==> src/common/async_serial_receiver_ctrl_regs.vh <==
// Register map, field positions, reset values and sample timing of the serial receiver control
`ifndef ASYNC_SERIAL_RECEIVER_CTRL_REGS_VH
`define ASYNC_SERIAL_RECEIVER_CTRL_REGS_VH
// ************************************************
// Register offsets
// ************************************************
`define OFS_CONTROL_ONE 3'h0
`define OFS_CONTROL_TWO 3'h1
`define OFS_CONTROL_THREE 3'h2
`define OFS_STATUS_ONE 3'h3
`define OFS_RX_DATA 3'h4
`define OFS_BREAK_CTRL 3'h5
`define OFS_BAUD_DIV 3'h6
// ************************************************
// Control one fields
// ************************************************
`define C1_ECHO 7
`define C1_ENABLE 6
`define C1_INVERT 5
`define C1_LONG 4
`define C1_WAKE_ADDR 3
`define C1_IDLE_AFTER_STOP 2
`define C1_PAR_EN 1
`define C1_PAR_ODD 0
// ************************************************
// Control two fields
// ************************************************
`define C2_TXE_IE 7
`define C2_TC_IE 6
`define C2_RXF_IE 5
`define C2_IDLE_IE 4
`define C2_TX_EN 3
`define C2_RX_EN 2
`define C2_STANDBY 1
`define C2_SEND_BRK 0
// ************************************************
// Control three fields
// ************************************************
`define C3_BIT8_RX 7
`define C3_BIT8_TX 6
`define C3_OVR_IE 3
`define C3_NOISE_IE 2
`define C3_FRAME_IE 1
`define C3_PAR_IE 0
// ************************************************
// Status one fields
// ************************************************
`define S1_TXE 7
`define S1_TC 6
`define S1_RXF 5
`define S1_IDLE 4
`define S1_OVR 3
`define S1_NOISE 2
`define S1_FRAME 1
`define S1_PAR 0
`define BFC_CLEAR_EN 7
// ************************************************
// Reset values
// ************************************************
`define RST_BYTE 8'h00
`define RST_BAUD_DIV 8'h0c
`define RST_HIST 3'h0
// ************************************************
// Sample tick positions within one bit
// ************************************************
`define RT_EDGE_NEXT 5'h02
`define RT_WRAP 5'h01
`define RT_START_A 5'h03
`define RT_START_B 5'h05
`define RT_START_C 5'h07
`define RT_BIT_A 5'h08
`define RT_BIT_B 5'h09
`define RT_BIT_C 5'h0a
`define RT_LAST 5'h10
`define RT_STEP 5'h01
`define BITS_SHORT 4'h8
`define BITS_LONG 4'h9
`define IDLE_TICKS_SHORT 8'ha0
`define IDLE_TICKS_LONG 8'hb0
`define HIST_ONES 3'h7
`endif

==> src/design/async_serial_receiver_ctrl.v <==
// Receiver control of the serial communications unit with register port and pin takeover
// Operation
// (RULE_01) A divider makes a sample tick at sixteen times baud; all line sampling uses it.
// (RULE_02) Start bit checked at ticks 3,5,7 after 1-1-1-0; zero majority accepts; disagreement is noise.
// (RULE_03) Each data bit is the majority of ticks 8,9,10; disagreement sets noise.
// (RULE_04) Ones at ticks 8-10 of an accepted start bit set noise, bit stays a start.
// (RULE_05) Stop bit sampled at ticks 8,9,10 for checking and noise.
// (RULE_06) Zero majority in stop samples sets framing error; disagreement sets noise.
// (RULE_07) No one in stop position, breaks included, sets framing error.
// (RULE_08) Framing error rises in the same cycle as receive-full.
// (RULE_09) Valid falling edges inside a character realign the tick counter.
// (RULE_10) Standby bit set by software suppresses receiver interrupts until a wake clears it.
// (RULE_11) Address wake: character with MSB one clears standby and sets receive-full.
// (RULE_12) Idle wake: idle character clears standby, sets neither idle nor receive-full.
// (RULE_13) Idle counting of ones starts after start bit or after stop bit, selectable.
// (RULE_14) Idle wake: setting standby on an already idle line wakes at once.
// (RULE_15) Character into data buffer sets receive-full; its enable gates the receiver interrupt.
// (RULE_16) Idle flag after 10 or 11 bit times of ones; idle enable gates interrupt.
// (RULE_17) New character while full sets overrun, keeps old data; overrun enable gates error interrupt.
// (RULE_18) Noise in any start, data or stop bit sets noise flag; enable gates error interrupt.
// (RULE_19) Parity mismatch sets parity flag; framing and parity enables gate error interrupt.
// (RULE_20) The unit keeps running in wait mode so enabled interrupts can wake the processor.
// (RULE_21) Stop mode freezes all logic with registers kept; resumes after. Code freezes only the tick divider, receive sequencer and idle counter.
// (RULE_22) In debug break without clear enable, accesses leave flags; armed two-step clears finish later.
// (RULE_23) Enabled unit forces transmit pin to output and receive pin to input.
// (RULE_24) Loopback feeds transmitter output to receiver instead of the pin; reset clears it.
// (RULE_25) Module enable gates unit and divider; cleared sets transmit flags, masks transmit interrupts.
// (RULE_26) Transmit inversion flips every transmitted bit; reset leaves it off.
// (RULE_27) Receive-full and idle form one receiver interrupt, four errors one error interrupt.
`include "async_serial_receiver_ctrl_regs.vh"

module async_serial_receiver_ctrl #(
	parameter DIV_WIDTH = 8
) (
	input wire core_clk,
	input wire rst,
	input wire [2:0] addr,
	input wire [7:0] wr_data,
	input wire wr_stb,
	input wire rd_stb,
	output reg [7:0] rd_data,
	input wire rxd_pin_in,
	output reg rxd_pin_out,
	output reg rxd_pin_oe_n,
	output reg txd_pin_out,
	output reg txd_pin_oe_n,
	input wire port_out_tx,
	input wire port_out_rx,
	input wire port_dir_tx,
	input wire port_dir_rx,
	input wire tx_serial,
	input wire tx_empty_in,
	input wire tx_done_in,
	output wire tx_enable,
	output wire send_break,
	output wire tx_bit8,
	input wire dbg_break,
	input wire stop_mode,
	output wire rx_irq,
	output wire err_irq,
	output wire tx_irq
);

	localparam [3:0] ST_HUNT = 4'b0001;
	localparam [3:0] ST_START = 4'b0010;
	localparam [3:0] ST_DATA = 4'b0100;
	localparam [3:0] ST_STOP = 4'b1000;

	// Majority of three samples
	function maj3;
		input a;
		input b;
		input c;
		begin
			maj3 = (a & b) | (a & c) | (b & c);
		end
	endfunction

	// Three samples not all equal
	function dis3;
		input a;
		input b;
		input c;
		begin
			dis3 = (a != b) | (a != c);
		end
	endfunction

	reg [7:0] ctrl_one_reg;
	reg [7:0] ctrl_two_reg;
	reg [7:0] ctrl_three_reg;
	reg [7:0] break_ctrl_reg;
	reg [DIV_WIDTH-1:0] baud_div_reg;
	reg [DIV_WIDTH-1:0] div_cnt_reg;
	reg tick_reg;
	reg [7:0] rx_buf_reg;
	reg bit8_rx_reg;
	reg rxf_reg, idle_reg, ovr_reg, noise_reg, frame_reg, par_reg;
	reg txe_reg, tc_reg;
	reg [5:0] arm_reg;
	reg rxd_meta_reg, rxd_sync_reg;
	reg [3:0] state_reg;
	reg [4:0] rt_reg;
	reg [2:0] hist_reg;
	reg [1:0] smp_reg;
	reg [3:0] bitcnt_reg;
	reg [8:0] shift_reg;
	reg noise_acc_reg;
	reg prev_bit_reg;
	reg done_reg;
	reg done_noise_reg;
	reg done_frame_reg;
	reg [8:0] done_data_reg;
	reg [7:0] idle_cnt_reg;
	reg idle_evt_reg;

	wire enable = ctrl_one_reg[`C1_ENABLE];
	wire run = ~stop_mode; // [RULE_21]
	wire long_char = ctrl_one_reg[`C1_LONG];
	wire wake_addr = ctrl_one_reg[`C1_WAKE_ADDR];
	wire standby = ctrl_two_reg[`C2_STANDBY];
	wire rx_on = enable & ctrl_two_reg[`C2_RX_EN];
	wire protect = dbg_break & ~break_ctrl_reg[`BFC_CLEAR_EN];
	wire tx_line = tx_serial ^ ctrl_one_reg[`C1_INVERT]; // [RULE_26]
	wire rx_src = ctrl_one_reg[`C1_ECHO] ? tx_line : rxd_sync_reg; // [RULE_24]
	wire [3:0] nbits = long_char ? `BITS_LONG : `BITS_SHORT;
	wire [7:0] idle_target = long_char ? `IDLE_TICKS_LONG : `IDLE_TICKS_SHORT;
	wire step = tick_reg & rx_on & run;
	wire wr_c1 = wr_stb & (addr == `OFS_CONTROL_ONE);
	wire wr_c2 = wr_stb & (addr == `OFS_CONTROL_TWO);
	wire rd_status = rd_stb & (addr == `OFS_STATUS_ONE);
	wire rd_buf = rd_stb & (addr == `OFS_RX_DATA);
	wire done_msb = long_char ? done_data_reg[8] : done_data_reg[7];
	wire idle_line = idle_cnt_reg >= idle_target;
	wire [4:0] rt_inc = rt_reg + `RT_STEP;

	// ************************************************
	// Pin synchroniser and pin takeover
	// ************************************************

	// Two-stage synchroniser on the receive pin
	always @(posedge core_clk or posedge rst) begin
		if (rst) begin
			rxd_meta_reg <= 1'b1;
			rxd_sync_reg <= 1'b1;
		end else begin
			rxd_meta_reg <= rxd_pin_in;
			rxd_sync_reg <= rxd_meta_reg;
		end
	end

	// Pin drive, direction forced while enabled
	always @(posedge core_clk or posedge rst) begin
		if (rst) begin
			txd_pin_out <= 1'b1;
			txd_pin_oe_n <= 1'b1;
			rxd_pin_out <= 1'b0;
			rxd_pin_oe_n <= 1'b1;
		end else begin
			txd_pin_out <= enable ? tx_line : port_out_tx; // [RULE_26]
			txd_pin_oe_n <= enable ? 1'b0 : ~port_dir_tx; // [RULE_23]
			rxd_pin_out <= port_out_rx;
			rxd_pin_oe_n <= enable ? 1'b1 : ~port_dir_rx; // [RULE_23]
		end
	end

	// ************************************************
	// Sample tick divider
	// ************************************************

	// Tick pulse every baud_div+1 cycles, gated by enable
	always @(posedge core_clk or posedge rst) begin
		if (rst) begin
			div_cnt_reg <= {DIV_WIDTH{1'b0}};
			tick_reg <= 1'b0;
		end else if (!enable) begin
			div_cnt_reg <= {DIV_WIDTH{1'b0}}; // [RULE_25]
			tick_reg <= 1'b0;
		end else if (run) begin
			tick_reg <= (div_cnt_reg == {DIV_WIDTH{1'b0}}); // [RULE_01]
			div_cnt_reg <= (div_cnt_reg == {DIV_WIDTH{1'b0}}) ? baud_div_reg : div_cnt_reg - 1'b1;
		end
	end

	// ************************************************
	// Receive sequencer
	// ************************************************

	// Hunt, start check, data and stop sampling per tick
	always @(posedge core_clk or posedge rst) begin
		if (rst) begin
			state_reg <= ST_HUNT;
			rt_reg <= `RT_WRAP;
			hist_reg <= `RST_HIST;
			smp_reg <= 2'b00;
			bitcnt_reg <= 4'h0;
			shift_reg <= 9'h000;
			noise_acc_reg <= 1'b0;
			prev_bit_reg <= 1'b0;
			done_reg <= 1'b0;
			done_noise_reg <= 1'b0;
			done_frame_reg <= 1'b0;
			done_data_reg <= 9'h000;
		end else if (!rx_on) begin
			state_reg <= ST_HUNT;
			hist_reg <= `RST_HIST;
			done_reg <= 1'b0;
		end else if (!run) begin
			done_reg <= 1'b0;
		end else begin
			done_reg <= 1'b0;
			if (step) begin
				hist_reg <= {hist_reg[1:0], rx_src};
				if (rt_reg == `RT_BIT_A || rt_reg == `RT_START_A)
					smp_reg[0] <= rx_src;
				if (rt_reg == `RT_BIT_B || rt_reg == `RT_START_B)
					smp_reg[1] <= rx_src;
				case (state_reg)
					ST_HUNT: begin
						if (hist_reg == `HIST_ONES && !rx_src) begin
							state_reg <= ST_START;
							rt_reg <= `RT_EDGE_NEXT;
							noise_acc_reg <= 1'b0;
						end
					end
					ST_START: begin
						rt_reg <= (rt_reg == `RT_LAST) ? `RT_WRAP : rt_inc;
						if (rt_reg == `RT_START_C) begin
							if (maj3(smp_reg[0], smp_reg[1], rx_src)) begin // [RULE_02]
								state_reg <= ST_HUNT;
								hist_reg <= `RST_HIST;
							end else if (dis3(smp_reg[0], smp_reg[1], rx_src)) begin
								noise_acc_reg <= 1'b1; // [RULE_02]
							end
						end
						// Late ones only flag noise, acceptance stands
						if ((rt_reg == `RT_BIT_A || rt_reg == `RT_BIT_B || rt_reg == `RT_BIT_C) && rx_src)
							noise_acc_reg <= 1'b1; // [RULE_04]
						if (rt_reg == `RT_LAST) begin
							state_reg <= ST_DATA;
							bitcnt_reg <= 4'h0;
							prev_bit_reg <= 1'b0;
						end
					end
					ST_DATA: begin
						rt_reg <= (rt_reg == `RT_LAST) ? `RT_WRAP : rt_inc;
						if (rt_reg == `RT_BIT_C) begin
							prev_bit_reg <= maj3(smp_reg[0], smp_reg[1], rx_src); // [RULE_03]
							shift_reg <= {maj3(smp_reg[0], smp_reg[1], rx_src), shift_reg[8:1]};
							if (dis3(smp_reg[0], smp_reg[1], rx_src))
								noise_acc_reg <= 1'b1; // [RULE_03]
							bitcnt_reg <= bitcnt_reg + 4'h1;
						end
						// Edge after a one bit, outside the sample window
						if (prev_bit_reg && hist_reg[0] && !rx_src && (rt_reg > `RT_BIT_C || rt_reg < `RT_BIT_A))
							rt_reg <= `RT_EDGE_NEXT; // [RULE_09]
						if (rt_reg == `RT_LAST && bitcnt_reg == nbits)
							state_reg <= ST_STOP;
					end
					ST_STOP: begin
						rt_reg <= rt_inc;
						if (rt_reg == `RT_BIT_C) begin // [RULE_05]
							state_reg <= ST_HUNT;
							done_reg <= 1'b1;
							done_frame_reg <= ~maj3(smp_reg[0], smp_reg[1], rx_src); // [RULE_06] [RULE_07]
							done_noise_reg <= noise_acc_reg | dis3(smp_reg[0], smp_reg[1], rx_src); // [RULE_06]
							done_data_reg <= long_char ? shift_reg : {1'b0, shift_reg[8:1]};
						end
					end
					default: begin
						state_reg <= ST_HUNT;
					end
				endcase
			end
		end
	end

	// ************************************************
	// Idle line counter
	// ************************************************

	// Counts high ticks; in after-stop mode only while hunting
	always @(posedge core_clk or posedge rst) begin
		if (rst) begin
			idle_cnt_reg <= 8'h00;
			idle_evt_reg <= 1'b0;
		end else if (!rx_on) begin
			idle_cnt_reg <= 8'h00;
			idle_evt_reg <= 1'b0;
		end else begin
			idle_evt_reg <= 1'b0;
			if (step) begin
				if (!rx_src || (ctrl_one_reg[`C1_IDLE_AFTER_STOP] && state_reg != ST_HUNT)) begin
					idle_cnt_reg <= 8'h00; // [RULE_13]
				end else if (!idle_line) begin
					idle_cnt_reg <= idle_cnt_reg + 8'h01;
					idle_evt_reg <= (idle_cnt_reg == idle_target - 8'h01); // [RULE_16]
				end
			end
		end
	end

	// ************************************************
	// Register writes and control state
	// ************************************************

	// Software control writes and hardware wake of standby
	always @(posedge core_clk or posedge rst) begin
		if (rst) begin
			ctrl_one_reg <= `RST_BYTE; // [RULE_24] [RULE_25] [RULE_26]
			ctrl_two_reg <= `RST_BYTE;
			ctrl_three_reg <= `RST_BYTE;
			break_ctrl_reg <= `RST_BYTE;
			baud_div_reg <= `RST_BAUD_DIV;
		end else begin
			if (wr_c1)
				ctrl_one_reg <= wr_data;
			if (wr_c2) begin
				ctrl_two_reg <= wr_data;
				// Transmit and receive enables are locked while the unit is off
				if (!enable) begin
					ctrl_two_reg[`C2_TX_EN] <= ctrl_two_reg[`C2_TX_EN];
					ctrl_two_reg[`C2_RX_EN] <= ctrl_two_reg[`C2_RX_EN];
				end
			end else if (standby && done_reg && wake_addr && done_msb) begin
				ctrl_two_reg[`C2_STANDBY] <= 1'b0; // [RULE_11]
			end else if (standby && !wake_addr && rx_on && idle_line) begin
				ctrl_two_reg[`C2_STANDBY] <= 1'b0; // [RULE_12] [RULE_14]
			end
			if (wr_stb && addr == `OFS_CONTROL_THREE)
				ctrl_three_reg <= wr_data;
			if (wr_stb && addr == `OFS_BREAK_CTRL)
				break_ctrl_reg <= wr_data;
			if (wr_stb && addr == `OFS_BAUD_DIV)
				baud_div_reg <= wr_data[DIV_WIDTH-1:0];
		end
	end

	// ************************************************
	// Status flags, data buffer and two-step clear
	// ************************************************

	wire take = done_reg & (~standby | (wake_addr & done_msb)); // [RULE_10] [RULE_11]
	wire load = take & ~rxf_reg;
	wire par_bad = ctrl_one_reg[`C1_PAR_EN] & ((^done_data_reg) != ctrl_one_reg[`C1_PAR_ODD]);
	wire clr = rd_buf & ~protect; // [RULE_22]

	// Flags set by events win over a clear in the same cycle
	always @(posedge core_clk or posedge rst) begin
		if (rst) begin
			rxf_reg <= 1'b0;
			idle_reg <= 1'b0;
			ovr_reg <= 1'b0;
			noise_reg <= 1'b0;
			frame_reg <= 1'b0;
			par_reg <= 1'b0;
			arm_reg <= 6'h00;
			rx_buf_reg <= `RST_BYTE;
			bit8_rx_reg <= 1'b0;
			txe_reg <= 1'b1;
			tc_reg <= 1'b1;
		end else begin
			rxf_reg <= (rxf_reg & ~(clr & arm_reg[`S1_RXF])) | load; // [RULE_15] [RULE_08]
			idle_reg <= (idle_reg & ~(clr & arm_reg[`S1_IDLE])) | (idle_evt_reg & ~standby); // [RULE_12] [RULE_16]
			ovr_reg <= (ovr_reg & ~(clr & arm_reg[`S1_OVR])) | (take & rxf_reg); // [RULE_17]
			noise_reg <= (noise_reg & ~(clr & arm_reg[`S1_NOISE])) | (take & done_noise_reg); // [RULE_18]
			frame_reg <= (frame_reg & ~(clr & arm_reg[`S1_FRAME])) | (take & done_frame_reg); // [RULE_08]
			par_reg <= (par_reg & ~(clr & arm_reg[`S1_PAR])) | (take & par_bad); // [RULE_19]
			// First step arms, protected reads leave the arming as it was
			if (clr)
				arm_reg <= 6'h00;
			else if (rd_status && !protect)
				arm_reg <= {rxf_reg, idle_reg, ovr_reg, noise_reg, frame_reg, par_reg}; // [RULE_22]
			if (load) begin
				rx_buf_reg <= done_data_reg[7:0]; // [RULE_17]
				bit8_rx_reg <= done_msb;
			end
			txe_reg <= enable ? tx_empty_in : 1'b1; // [RULE_25]
			tc_reg <= enable ? tx_done_in : 1'b1; // [RULE_25]
		end
	end

	// ************************************************
	// Read port and interrupt requests
	// ************************************************

	// Read data one cycle after the strobe, zero otherwise
	always @(posedge core_clk or posedge rst) begin
		if (rst) begin
			rd_data <= `RST_BYTE;
		end else if (!rd_stb) begin
			rd_data <= `RST_BYTE;
		end else begin
			case (addr)
				`OFS_CONTROL_ONE: rd_data <= ctrl_one_reg;
				`OFS_CONTROL_TWO: rd_data <= ctrl_two_reg;
				`OFS_CONTROL_THREE: rd_data <= {bit8_rx_reg, ctrl_three_reg[6], 2'b00, ctrl_three_reg[3:0]};
				`OFS_STATUS_ONE: rd_data <= {txe_reg, tc_reg, rxf_reg, idle_reg, ovr_reg, noise_reg, frame_reg, par_reg};
				`OFS_RX_DATA: rd_data <= rx_buf_reg;
				`OFS_BREAK_CTRL: rd_data <= {break_ctrl_reg[7], 7'h00};
				`OFS_BAUD_DIV: rd_data <= baud_div_reg;
				default: rd_data <= `RST_BYTE;
			endcase
		end
	end

	// Interrupt requests stay live in wait mode
	assign rx_irq = ~standby & ((rxf_reg & ctrl_two_reg[`C2_RXF_IE]) | (idle_reg & ctrl_two_reg[`C2_IDLE_IE])); // [RULE_10] [RULE_27] [RULE_20]
	assign err_irq = (ovr_reg & ctrl_three_reg[`C3_OVR_IE]) | (noise_reg & ctrl_three_reg[`C3_NOISE_IE])
		| (frame_reg & ctrl_three_reg[`C3_FRAME_IE]) | (par_reg & ctrl_three_reg[`C3_PAR_IE]); // [RULE_19] [RULE_27]
	assign tx_irq = enable & ((txe_reg & ctrl_two_reg[`C2_TXE_IE]) | (tc_reg & ctrl_two_reg[`C2_TC_IE])); // [RULE_25]
	assign tx_enable = ctrl_two_reg[`C2_TX_EN];
	assign send_break = ctrl_two_reg[`C2_SEND_BRK];
	assign tx_bit8 = ctrl_three_reg[`C3_BIT8_TX];

endmodule // async_serial_receiver_ctrl

==> config.mk <==
export PLATFORM = sky130hd
export DESIGN_NAME = async_serial_receiver_ctrl
export DESIGN_NICKNAME = d
export VERILOG_FILES = /design/src/design/async_serial_receiver_ctrl.v
export VERILOG_INCLUDE_DIRS = /design/src /design/src/common
export SDC_FILE = /design/constraint.sdc
export NUM_CORES = 1
export LEC_CHECK = 0
export BUFFER_PORTS_ARGS = -buffer_cell sky130_fd_sc_hd__buf_2
export CAP_MARGIN = 20
export CORE_ASPECT_RATIO = 0.5
export CORE_UTILIZATION = 44
export CTS_BUF_LIST = sky130_fd_sc_hd__clkbuf_8
export DETAILED_ROUTE_END_ITERATION = 10
export GPL_ROUTABILITY_DRIVEN = 0
export SLEW_MARGIN = 20
export SYNTH_ARGS = -nofsm -noshare
export SYNTH_HDL_FRONTEND = slang
export SYNTH_SLANG_ARGS = --single-unit
==> constraint.sdc <==
create_clock -name core_clk -period 4.8 [get_ports core_clk]
set_clock_uncertainty 0.15 [all_clocks]
set_input_delay 0.96 -clock core_clk [delete_from_list [all_inputs] [get_ports core_clk]]
set_output_delay 0.96 -clock core_clk [all_outputs]
set_load 0.02 [all_outputs]
# [After elaboration in Yosys (flattened, before gate mapping)]
# Index checks and enable logic that the tools add are counted.
[totals] ff_bits=135 latchBits=0 mem_bits_rw=0 mem_bits_ro=0 input_bits=25 output_inout_bits=18 word_cells=275 memories=0
[classes] n_addsub=5 mul=0 div_mod_pow=0 magnitude_cmp=3 eq_ne=38 shifts=0 mux=68 bitwise=74 n_reduce_logical=45
[ops] cell="$mux W8" count=8
[ops] cell="$pmux W8 S7" count=1
[ops] cell="$mux W4" count=11
[ops] cell="$and A1 B1 Y1" count=43
[ops] cell="$mux W1" count=30
[ops] cell="$mux W5" count=4
[ops] cell="$pmux W5 S4" count=1
[ops] cell="$mux W3" count=6
[ops] cell="$logic_and A1 B1 Y1" count=17
[ops] cell="$or A1 B1 Y1" count=16
[ops] cell="$pmux W4 S4" count=1
[ops] cell="$sub A8 B1 Y8 const B" count=2
[ops] cell="$eq A5 B4 Y1 const B" count=3
[ops] cell="$ne A3 B3 Y1 const B" count=5
[ops] cell="$reduce_and A5 Y1" count=3
[ops] cell="$not A1 Y1" count=14
[ops] cell="$eq A3 B3 Y1 const B" count=4
[ops] cell="$mux W6" count=2
[ops] cell="$eq A5 B3 Y1 const B" count=2
[ops] cell="$ne A2 B2 Y1 const B" count=5
[ops] cell="$mux W9" count=1
[ops] cell="$reduce_xor A9 Y1" count=1
[ops] cell="$add A8 B1 Y8 const B" count=1
[ops] cell="$eq A8 B8 Y1" count=1
[ops] cell="other kinds (35)" count=51

# [Logic depth before layout (Yosys ltp)]
# Gate-level depths: netlist (run 1).
[logic_depth] ltp_word=12 depth_mapped=9 ltp_nobuf=8

# [Least setup slack after synthesis (run 1)]
# OpenSTA, ideal clock, no wires.
[synth_timing] kind="in2reg" start="input tx_serial" end="register noise_acc_reg" setup_time_ns=0.079 t_arrival_ns=2.500 setup_slack_ns=2.070 path_stages=8 n_path_buf=1 cell_sequence="xor2_1 a21o_1 buf_6 ha_1 nor3_1 a211oi_1 nor4_1 mux2i_1"
[synth_via] elab_chain_cells=9 elab_cells_between_ends=21 cone_classes="4 x eq/ne; 7 x mux; 6 x bitwise; 4 x reduce/logical"
[synth_rtl] item="start, declared" line_no="async_serial_receiver_ctrl.v:51" source="input wire tx_serial,"
[synth_rtl] item="$xor A1 B1 Y1 *" line_no="async_serial_receiver_ctrl.v:124" source="wire tx_line = tx_serial ^ ctrl_one_reg[`C1_INVERT];"
[synth_rtl] item="$mux W1 *" line_no="async_serial_receiver_ctrl.v:125" source="wire rx_src = ctrl_one_reg[`C1_ECHO] ? tx_line : rxd_sync_reg;"
[synth_rtl] item="named net rx_src" line_no="async_serial_receiver_ctrl.v:125"
[synth_rtl] item="$ne A1 B1 Y1" line_no="async_serial_receiver_ctrl.v:85" source="dis3 = (a != b) | (a != c);"
[synth_rtl] item="$or A1 B1 Y1" line_no="async_serial_receiver_ctrl.v:85"
[synth_rtl] item="$mux W1 (3 in series)"
[synth_rtl] item="$mux W1" line_no="async_serial_receiver_ctrl.v:237" source="if ((rt_reg == `RT_BIT_A || rt_reg == `RT_BIT_B || rt_reg == `RT_BIT_C) && rx_src)"
[synth_rtl] item="$pmux W1 S3" line_no="async_serial_receiver_ctrl.v:218" source="case (state_reg)"
[synth_rtl] item="end signal, assigned" line_no="async_serial_receiver_ctrl.v:223" source="noise_acc_reg <= 1'b0;"
[synth_rtl] item="end signal, assigned" line_no="async_serial_receiver_ctrl.v:233" source="noise_acc_reg <= 1'b1;"
[synth_rtl] item="end signal, assigned" line_no="async_serial_receiver_ctrl.v:238" source="noise_acc_reg <= 1'b1;"
[synth_rtl] item="end, declared" line_no="async_serial_receiver_ctrl.v:108" source="reg noise_acc_reg;"
# Mark *: on every way through the listed nets, which the timed path passes. The rest lies on a longest branch. The select of a mux whose other input is x is not followed.
# A chain may end at the register's enable or synchronous reset.

# [Final worst setup path (run 1)]
[layout_timing] start="input tx_serial" end="register noise_acc_reg"
[layout_via] elab_chain_cells=9 elab_cells_between_ends=21 cone_classes="4 x eq/ne; 7 x mux; 6 x bitwise; 4 x reduce/logical"
[layout_rtl] item="$xor A1 B1 Y1 *" line_no="async_serial_receiver_ctrl.v:124"
[layout_rtl] item="$mux W1 *" line_no="async_serial_receiver_ctrl.v:125"
[layout_rtl] item="$ne A1 B1 Y1" line_no="async_serial_receiver_ctrl.v:85"
[layout_rtl] item="$or A1 B1 Y1" line_no="async_serial_receiver_ctrl.v:85"
[layout_rtl] item="$mux W1 (3 in series)"
[layout_rtl] item="$mux W1" line_no="async_serial_receiver_ctrl.v:237"
[layout_rtl] item="$pmux W1 S3" line_no="async_serial_receiver_ctrl.v:218"
# Mark *: on every way between the ends. The rest lies on a longest branch, timed or not. The select of a mux whose other input is x is not followed.

==> impl_metrics.csv, run 1 <==
group,metric,value,unit
finish,num-nets-final,681,
yosys,synth_xor_area_share,2.00,%
worst_setup_path,cp-end-kind,"flip-flop",
yosys,synth_cell_types,71,
power,p_sw,931,µW
worst_setup_path,startpoint_type,"primary input",
die,fp-row-count,31,
worst_setup_path,worstPathRequired,5.00,ns
timing,slew_headroom,35.2,%
die,start_util,45.2,%
global_routing,antenna_found_initial,0,
yosys,syn_nets,643,
yosys,synth_adder_area_share,2.29,%
cts,insertion_delay,0.44,ns
timing,tns,0,ns
finish,n_antenna_cell,0,
global_routing,grt_usage,20.5,%
finish,fin_cells,855,
outcome,status,"complete, no violations",
routing,antenna_left,0,
finish,layout-drive-gt1-share,26.3,%
global_routing,grt_overflow,0,
routing,routedWlPerCell,17.5,µm
cts,cts_resized,0,
finish,final_cell_area,7280,µm²
yosys,synth-compound-area-share,15.1,%
worst_setup_path,cp.arrival,2.88,ns
yosys,netlist_instances,606,
timing,fmax,374,MHz
power,power_frac_clock,31.2,%
placed_design,dp_cells,822,
yosys,ys_warn_count,0,
cts,htreeDepth,4,
timing,period_minus_slack,2.67,ns
worst_hold_path,hold_class,"reg -> reg",
finish,regArea,3170,µm²
cts,clock_sinks,126,
global_routing,grt_pass1_wl,24400,µm
cts,cts_setup_buffers,0,
finish,filler_cell_count,1323,
routing,drt-initial-drc-count,423,
global_routing,grt_max_degree,81,
power,power_frac_comb,22.6,%
yosys,synth_top_family_by_area,"simple AND/OR/NAND/NOR gates",
routing,drt_wl_total,15000,µm
timing,tightest_slew,0.970,ns
yosys,ys_ff_latch,126,
cts,cts_made_buffers,17,
yosys,ys_seq_area_share,48.3,%
routing,num_vias,4773,
yosys,syn_area,6560,µm²
power,p_leak,0.00320,µW
cts,clockBufferDepth,2,
timing,post-route-period-util,55.7,%
power,p_per_area,388,nW/µm²
cts,cts-root-buf,"clkbuf_8",
cts,cts_hold_buf,0,
finish,multi_input_comb_area,3140,µm²
placed_design,io_buffer_count,42,
yosys,muxShareOfSynthArea,13.5,%
die,boundaryPins,43,
die,dieArea,15400,µm²
timing,drv_slew,0,
worst_setup_path,cp_max_fo,9,
power,p_seq_share,46.2,%
timing,setup_viol,0,
routing,drc_errors,0,
die,die_h,88.3,µm
routing,drt_first_pass_iters,5,
power,ir_worst_vdd,180,µV
cts,path_clk_slew,0.08,ns
cts,cts_tree,"done",
power,total_power,2830,µW
yosys,synthSimpleGateAreaFrac,15.1,%
timing,rsz0062_at_grt,"false",
die,floorplan.core_area,14500,µm²
power,p_int,1900,µW
yosys,ys.flop_type,"dfrtp_1",
yosys,synth_edf_count,0,
run,cap_violations,0,
timing,hold_viol,0,
placed_design,hpwlAfterDp,10600,µm
yosys,avgSynthCellArea,10.8,µm²
routing,via_per_inst,5.58,
power,switching_share,32.9,%
placed_design,placed_area,6880,µm²
finish,syn_to_final_growth,11.1,%
yosys,async_flop_share,100,%
die,die_w,175,µm
worst_setup_path,critical_path_class,"in -> reg",
global_routing,grt_pass1_vias,4526,
[per-layer routing]
| layer | GRT usage (%) | routed length (µm) | part of all wire [%] | vias up |
|---|---|---|---|---|
| met5 | 0 | 0 | 0 | - |
| met4 | 7.59 | 251 | 1.7 | 0 |
| met1 | 30.0 | 7660 | 51 | 2352 |
| li1 | - | - | - | 2285 |
| met3 | 3.65 | 704 | 4.7 | 22 |
| met2 | 30.6 | 6340 | 42 | 114 |
[power by group through the flow]
stage / Sequential [µW] / Clock (µW) / Combinational [µW]
2_1_floorplan: 1290 / 0 / 487
3_3_place_gp: 1320 / 0 / 626
3_5_place_dp: 1320 / 0 / 635
4_1_cts: 1310 / 897 / 639
5_1_grt: 1330 / 947 / 719
6_report: 1310 / 880 / 639
[final timing paths]
kind	slack (ns)	to	cells after the start	start
min in group asynchronous	0.33	ctrl_two_reg[2]	2	rst
max	2.13	noise_acc_reg	8	tx_serial
max in group asynchronous	3.48	tc_reg	3	rst
min reg2reg	0.21	rxd_sync_reg	0	rxd_meta_reg
min	0.21	rxd_sync_reg	0	rxd_meta_reg
max reg2reg	2.26	state_reg[2]	6	ctrl_one_reg[4]
[Yosys cell counts, drive strengths merged (6+ instances only)]
| cell | n | area, µm² |
|---|---|---|
| a211oi | 6 | 50.1 |
| a21oi | 30 | 150 |
| a22o | 8 | 70.1 |
| a22oi | 9 | 67.6 |
| and2 | 11 | 71.3 |
| buf | 17 | 124 |
| clkbuf | 12 | 45.0 |
| dfrtp | 115 | 2880 |
| dfstp | 11 | 289 |
| ha | 12 | 150 |
| inv | 21 | 78.8 |
| mux2 | 51 | 597 |
| mux2i | 22 | 220 |
| nand2 | 57 | 214 |
| nand2b | 6 | 37.5 |
| nand3 | 16 | 105 |
| nor2 | 35 | 144 |
| nor2b | 8 | 50.1 |
| nor3 | 9 | 50.1 |
| nor4 | 6 | 37.5 |
| o21ai | 51 | 293 |
| o22ai | 11 | 68.8 |
| o31ai | 7 | 62.6 |
| xnor2 | 11 | 96.3 |
[through the flow]
stage | hold WS, ns | worst slack [ns] | utilization [%]
floorplan | 0.195 | 0.352 | -
global placement | 0.197 | 1.74 | 47.5
detailed placement | 0.197 | 1.69 | 47.5
CTS | 0.208 | 2.14 | 50.0
global route | 0.208 | 1.96 | 50.2
finish | 0.206 | 2.13 | 50.2
[logic make-up (layout without fill, tap and decap cells)]
family / after synthesis / count (layout)
and+or+nand+nor: 181 / 181
AOI/OAI and AO/OA: 146 / 146
muxes: 76 / 76
adders and majority gates: 12 / 12
buffers and inverters: 50 / 101
DFF: 126 / 126
xor gates and xnor gates: 15 / 15
[cell type report]
type	count	area share (%)
clock buffer	20	3.78
timing repair buffer	48	3.78
tap	198	3.40
sequential	126	43.5
inverter	21	1.12
multi-input combinational	430	43.1
clock inverter	12	1.32
[placed cells by master (no fill, tap or decap), types with 6 or more instances in the layout]
master	netlist	final
inv_1	21	21
nor2b_1	8	8
o22ai_1	11	11
buf_2	9	42
ha_1	12	12
nand3_1	14	14
mux2i_1	22	22
o21ai_0	39	39
nor2_1	32	32
nand2_1	57	57
nor3_1	8	8
dfrtp_1	115	115
nand2b_1	6	6
a21oi_1	30	30
mux2_4	6	6
xnor2_1	11	11
dfstp_2	11	11
mux2_2	45	45
o21ai_2	10	10
a22o_1	8	8
clkbuf_8	0	20
nor4_1	6	6
and2_1	9	9
a22oi_1	9	9
[worst max-delay path, cell delays in order]
cell and delay (ns):
buf_2 0.12, xor2_1 0.16, a21o_1 0.31, ha_1 0.24, nor3_1 0.39, a211oi_1 0.14
nor4_1 0.31, mux2i_1 0.24
Power figures use the tool's default switching activity.
==> run 2: changes to the inputs <==
==> constraint.sdc (replaced) <==
create_clock -name core_clk -period 2.7 [get_ports core_clk]
set_clock_uncertainty 0.15 [all_clocks]
set_input_delay 0.54 -clock core_clk [delete_from_list [all_inputs] [get_ports core_clk]]
set_output_delay 0.54 -clock core_clk [all_outputs]
set_load 0.02 [all_outputs]
==> run 2 against run 1 <==
Against the previous run:
- sequential power up 76%
- power rose by 86%
- worst setup slack got worse by 1.9 ns
- critical endpoint is now state_reg[3]
- largest cell class unchanged
==> impl_metrics.csv, run 2 (synthesis results as in run 1) <==
group,metric,value,unit
die,dieArea,15400,µm²
routing,num_vias,4892,
finish,filler_cell_count,1304,
finish,syn_to_final_growth,13.3,%
run,cap_violations,0,
finish,final_cell_mix,"dfrtp_1, nand2_1, mux2_2",
timing,period_minus_slack,2.44,ns
power,total_power,5260,µW
worst_setup_path,worstPathRequired,2.87,ns
worst_setup_path,cp_max_fo,7,
timing,setup_viol,0,
power,p_sw,1680,µW
finish,n_antenna_cell,0,
placed_design,io_buffer_count,42,
finish,fin_cells,868,
finish,num-nets-final,694,
worst_setup_path,r2r_slack,0.26,ns
outcome,status,"complete, no violations",
power,power_frac_clock,32.9,%
power,ir_worst_vdd,316,µV
placed_design,dp_cells,836,
global_routing,met1_usage,31.1,%
global_routing,grt_pass1_wl,25100,µm
timing,fmax,410,MHz
finish,regArea,3170,µm²
cts,clockBufferDepth,2,
global_routing,grt_pass1_vias,4680,
global_routing,grt_usage,21.2,%
timing,drv_slew,0,
power,p_seq_share,44.0,%
die,fp-row-count,31,
global_routing,grt_use_met2,32.0,%
cts,cts-root-buf,"clkbuf_8",
global_routing,grt-busiest-layer,"met2",
placed_design,hpwlAfterDp,11200,µm
worst_setup_path,r2r-start,"rt_reg[0]",
cts,path_clk_slew,0.09,ns
timing,tightest_slew,0.668,ns
timing,tns,0,ns
routing,via_per_inst,5.64,
worst_setup_path,rr_endpoint,"state_reg[3]",
worst_setup_path,startpoint_type,"flip-flop",
finish,layout_commonest_cell,"dfrtp_1",
cts,cts_setup_buffers,0,
cts,insertion_delay,0.44,ns
timing,hold_viol,0,
cts,cts_tree,"done",
cts,clock_sinks,126,
routing,drc_errors,0,
die,start_util,45.2,%
die,floorplan.core_area,14500,µm²
routing,antenna_left,0,
global_routing,grt_overflow,0,
timing,post-route-period-util,90.3,%
power,switching_share,31.9,%
cts,cts_resized,0,
finish,final_core_util,51.2,%
power,p_int,3580,µW
routing,drt-initial-drc-count,323,
worst_setup_path,r2r_cells,7,
worst_setup_path,critical_path_class,"reg -> reg",
die,boundaryPins,43,
worst_hold_path,hold_class,"in -> async",
global_routing,grt_max_degree,50,
cts,cts_made_buffers,17,
timing,slew_headroom,55.3,%
routing,routedWlPerCell,17.8,µm
worst_setup_path,cp-end-kind,"flip-flop",
global_routing,grt_util_met3,3.61,%
routing,drt_wl_total,15400,µm
power,p_leak,0.00329,µW
cts,htreeDepth,4,
power,p_per_area,708,nW/µm²
global_routing,antenna_found_initial,0,
power,power_frac_comb,23.1,%
worst_setup_path,cp.arrival,2.61,ns
finish,layout-drive-gt1-share,27.6,%
die,die_w,175,µm
cts,cts_hold_buf,0,
timing,rsz0062_at_grt,"false",
routing,drt_first_pass_iters,5,
die,die_h,88.3,µm
finish,multi_input_comb_area,3140,µm²
-- run 2: cell types whose count changed in the layout (fill, tap and decap cells not counted), sizes merged --
cell	change
clkbuf	-1
buf	+13
bufinv	+2
clkinvlp	-3
clkinv	+2
-- run 2: area by class of cell --
type / instances / share of cell area, %
Clock buffer: 19 / 3.52
Clock inverter: 13 / 1.99
Inverter: 21 / 1.11
Multi-Input combinational cell: 430 / 42.3
Sequential cell: 126 / 42.7
Tap cell: 198 / 3.34
Timing Repair Buffer: 61 / 5.09
-- run 2: worst max path at each step --
| stage | to | from | slack, ns |
|---|---|---|---|
| 2_1_floorplan | noise_acc_reg | tx_serial | 0.39 |
| 3_3_place_gp | state_reg[1] | tx_serial | 0.31 |
| 3_5_place_dp | state_reg[1] | tx_serial | 0.29 |
| 4_1_cts | state_reg[3] | rt_reg[0] | 0.28 |
| 5_1_grt | state_reg[3] | rt_reg[0] | 0.06 |
| 6_report | state_reg[3] | rt_reg[0] | 0.26 |
-- run 2: per-stage QoR --
| stage | hold slack [ns] | setup WS, ns | instance area (µm²) |
|---|---|---|---|
| after global routing | 0.0364 | 0.0576 | 7420 |
| after CTS | 0.0232 | 0.276 | 7420 |
| after global placement | 0.197 | 0.308 | 7020 |
| after detailed placement | 0.198 | 0.294 | 7020 |
| after floorplan | 0.195 | 0.390 | 6560 |
| final | 0.0363 | 0.262 | 7420 |
-- run 2: power groups by stage --
stage          clock network [µW]  logic (µW)  registers [µW]
6_report                     1730        1210            2310
5_1_grt                      1850        1360            2340
4_1_cts                      1760        1210            2310
3_5_place_dp                    0        1210            2340
3_3_place_gp                    0        1200            2340
2_1_floorplan                   0         867            2300
-- run 2: per-layer routing --
metal  vias to the layer above  wire, µm
met4                         0       235
met1                      2453      7740
met3                        16       740
li1                       2310         -
met2                       113      6730
met5                         -         0
-- run 2: critical path: stages, from the launching register on --
cell       delay (ns)
dfstp_2          0.60
ha_1             0.26
nand2_1          0.07
nor3_1           0.30
o31ai_1          0.20
a2111oi_4        0.45
mux2i_1          0.23
nor2_1           0.06
==> run 3: changes to the inputs <==
==> constraint.sdc (replaced) <==
create_clock -name core_clk -period 2.7 [get_ports core_clk]
set_clock_uncertainty 0.15 [all_clocks]
set_input_delay 0.405 -clock core_clk [delete_from_list [all_inputs] [get_ports core_clk]]
set_output_delay 0.405 -clock core_clk [all_outputs]
set_load 0.02 [all_outputs]
==> run 3 against run 2 <==
Against the previous run:
- final cell count up 0.46%
- non-clock buffer count up 4
- die area unchanged
- critical path depth unchanged
- global-route usage down 0.28 points
- register-to-register slack better by 0.02 ns
- hold slack worse by 0.0011 ns
- first-iteration DRC count up 34%
- utilization up 0.47 points
- sequential power about the same
- clock power up 6%
- sequential cell count unchanged
- critical path type unchanged
- critical endpoint unchanged
==> impl_metrics.csv, run 3 (synthesis results as in run 1) <==
group,metric,value,unit
worst_setup_path,r2r_cells,7,
cts,cts_resized,0,
timing,whs,0.0352,ns
power,p_leak,0.00332,µW
timing,tightest_slew,0.697,ns
finish,final_core_util,51.7,%
global_routing,antenna_found_initial,0,
worst_setup_path,r2r-start,"rt_reg[0]",
routing,num_vias,4782,
cts,cts_tree,"done",
worst_setup_path,critical_path_class,"reg -> reg",
power,ir_worst_vdd,441,µV
timing,hold_viol,0,
routing,drc_errors,0,
finish,syn_to_final_growth,14.3,%
worst_setup_path,cp.arrival,2.60,ns
worst_setup_path,cp-end-kind,"flip-flop",
timing,setup_viol,0,
worst_setup_path,startpoint_type,"flip-flop",
timing,slew_headroom,53.4,%
cts,cts_made_buffers,17,
die,floorplan.core_area,14500,µm²
worst_hold_path,hold_class,"in -> reg",
cts,htreeDepth,4,
worst_setup_path,rr_endpoint,"state_reg[3]",
routing,via_per_inst,5.48,
timing,period_minus_slack,2.42,ns
timing,post-route-period-util,89.5,%
placed_design,hpwlAfterDp,10900,µm
die,dieArea,15400,µm²
global_routing,grt_pass1_vias,4430,
finish,final_cell_area,7490,µm²
finish,num-nets-final,698,
global_routing,grt_max_degree,92,
outcome,status,"complete, no violations",
die,die_w,175,µm
placed_design,placed_area,6980,µm²
timing,drv_slew,0,
die,die_h,88.3,µm
finish,layout-drive-gt1-share,27.0,%
cts,path_clk_slew,0.08,ns
cts,clock_sinks,126,
routing,routedWlPerCell,17.6,µm
finish,layout_commonest_cell,"dfrtp_1",
worst_setup_path,r2r_slack,0.28,ns
die,fp-row-count,31,
finish,n_antenna_cell,0,
global_routing,grt_pass1_wl,24600,µm
global_routing,grt_usage,21.0,%
die,boundaryPins,43,
routing,drt_first_pass_iters,5,
power,p_per_area,712,nW/µm²
global_routing,grt_overflow,0,
worst_setup_path,worstPathRequired,2.88,ns
timing,rsz0062_at_grt,"false",
run,cap_violations,0,
routing,drt_wl_total,15300,µm
routing,drt-initial-drc-count,434,
cts,clockBufferDepth,2,
die,start_util,45.2,%
worst_setup_path,critPathCapture,"state_reg[3]",
worst_setup_path,crit_path_start,"rt_reg[0]",
worst_setup_path,cp_max_fo,7,
placed_design,io_buffer_count,42,
finish,final_cell_mix,"dfrtp_1, nand2_1, mux2_2",
routing,antenna_left,0,
cts,insertion_delay,0.45,ns
timing,tns,0,ns
timing,fmax,414,MHz
cts,cts-root-buf,"clkbuf_8",
power,total_power,5330,µW
[run 3: cell types whose count changed in the layout (fill, tap and decap cells not counted)]
cell	before	now
buf_12	2	1
buf_4	17	15
bufinv_16	3	4
clkbuf_8	19	20
clkinv_2	5	3
dlygate4sd3_1	0	7
[run 3: layer usage]
layer | wire length [µm] | track usage, % | vias up
met2 | 6680 | 31.7 | 115
li1 | - | - | 2315
met3 | 682 | 3.91 | 9
met1 | 7850 | 30.6 | 2343
met4 | 123 | 6.64 | 0
met5 | 0 | 0 | -
[run 3: worst min-delay path by stage]
stage / start / to / slack [ns] / cells past startpoint
after floorplan: rxd_meta_reg / rxd_sync_reg / 0.20 / 0
after global placement: rxd_meta_reg / rxd_sync_reg / 0.20 / 0
after detailed placement: rxd_meta_reg / rxd_sync_reg / 0.20 / 0
after CTS: port_out_tx / txd_pin_out / 0.006 / 3
after global routing: port_out_tx / txd_pin_out / 0.06 / 3
final: port_out_tx / txd_pin_out / 0.04 / 3
[run 3: through the flow]
step           instances  worst slack [ns]
2_1_floorplan        606             0.500
3_5_place_dp         833             0.331
4_1_cts              872             0.309
5_1_grt              872             0.107
3_3_place_gp         833             0.404
6_report             872             0.283
[run 3: power by group]
part | switching, µW | leakage, µW | total, µW | internal [µW]
clock | 771 | 0.000231 | 1840 | 1070
combinational | 671 | 0.00146 | 1180 | 510
sequential | 213 | 0.00163 | 2310 | 2100
total | 1660 | 0.00332 | 5330 | 3680
[run 3: critical path, stage by stage (launching register included)]
cell and delay [ns]:
dfstp_2 0.60, ha_1 0.24, nand2_1 0.08, nor3_1 0.29, o31ai_1 0.20, a2111oi_4 0.45
mux2i_1 0.23, nor2_1 0.06
[run 3: layout make-up]
type                            count  area, µm²
Sequential cell                   126       3170
Clock buffer                       20        275
Clock inverter                     12        168
Tap cell                          198        248
Inverter                           21       82.6
Fill cell                        1292       7010
Timing Repair Buffer               65        413
Multi-Input combinational cell    430       3140
[run 3: repair_timing]
item                                   4_1_cts  5_1_grt
setup buffers                                0        0
endpoints found under the hold margin      121        0
hold buffers                                 7        0
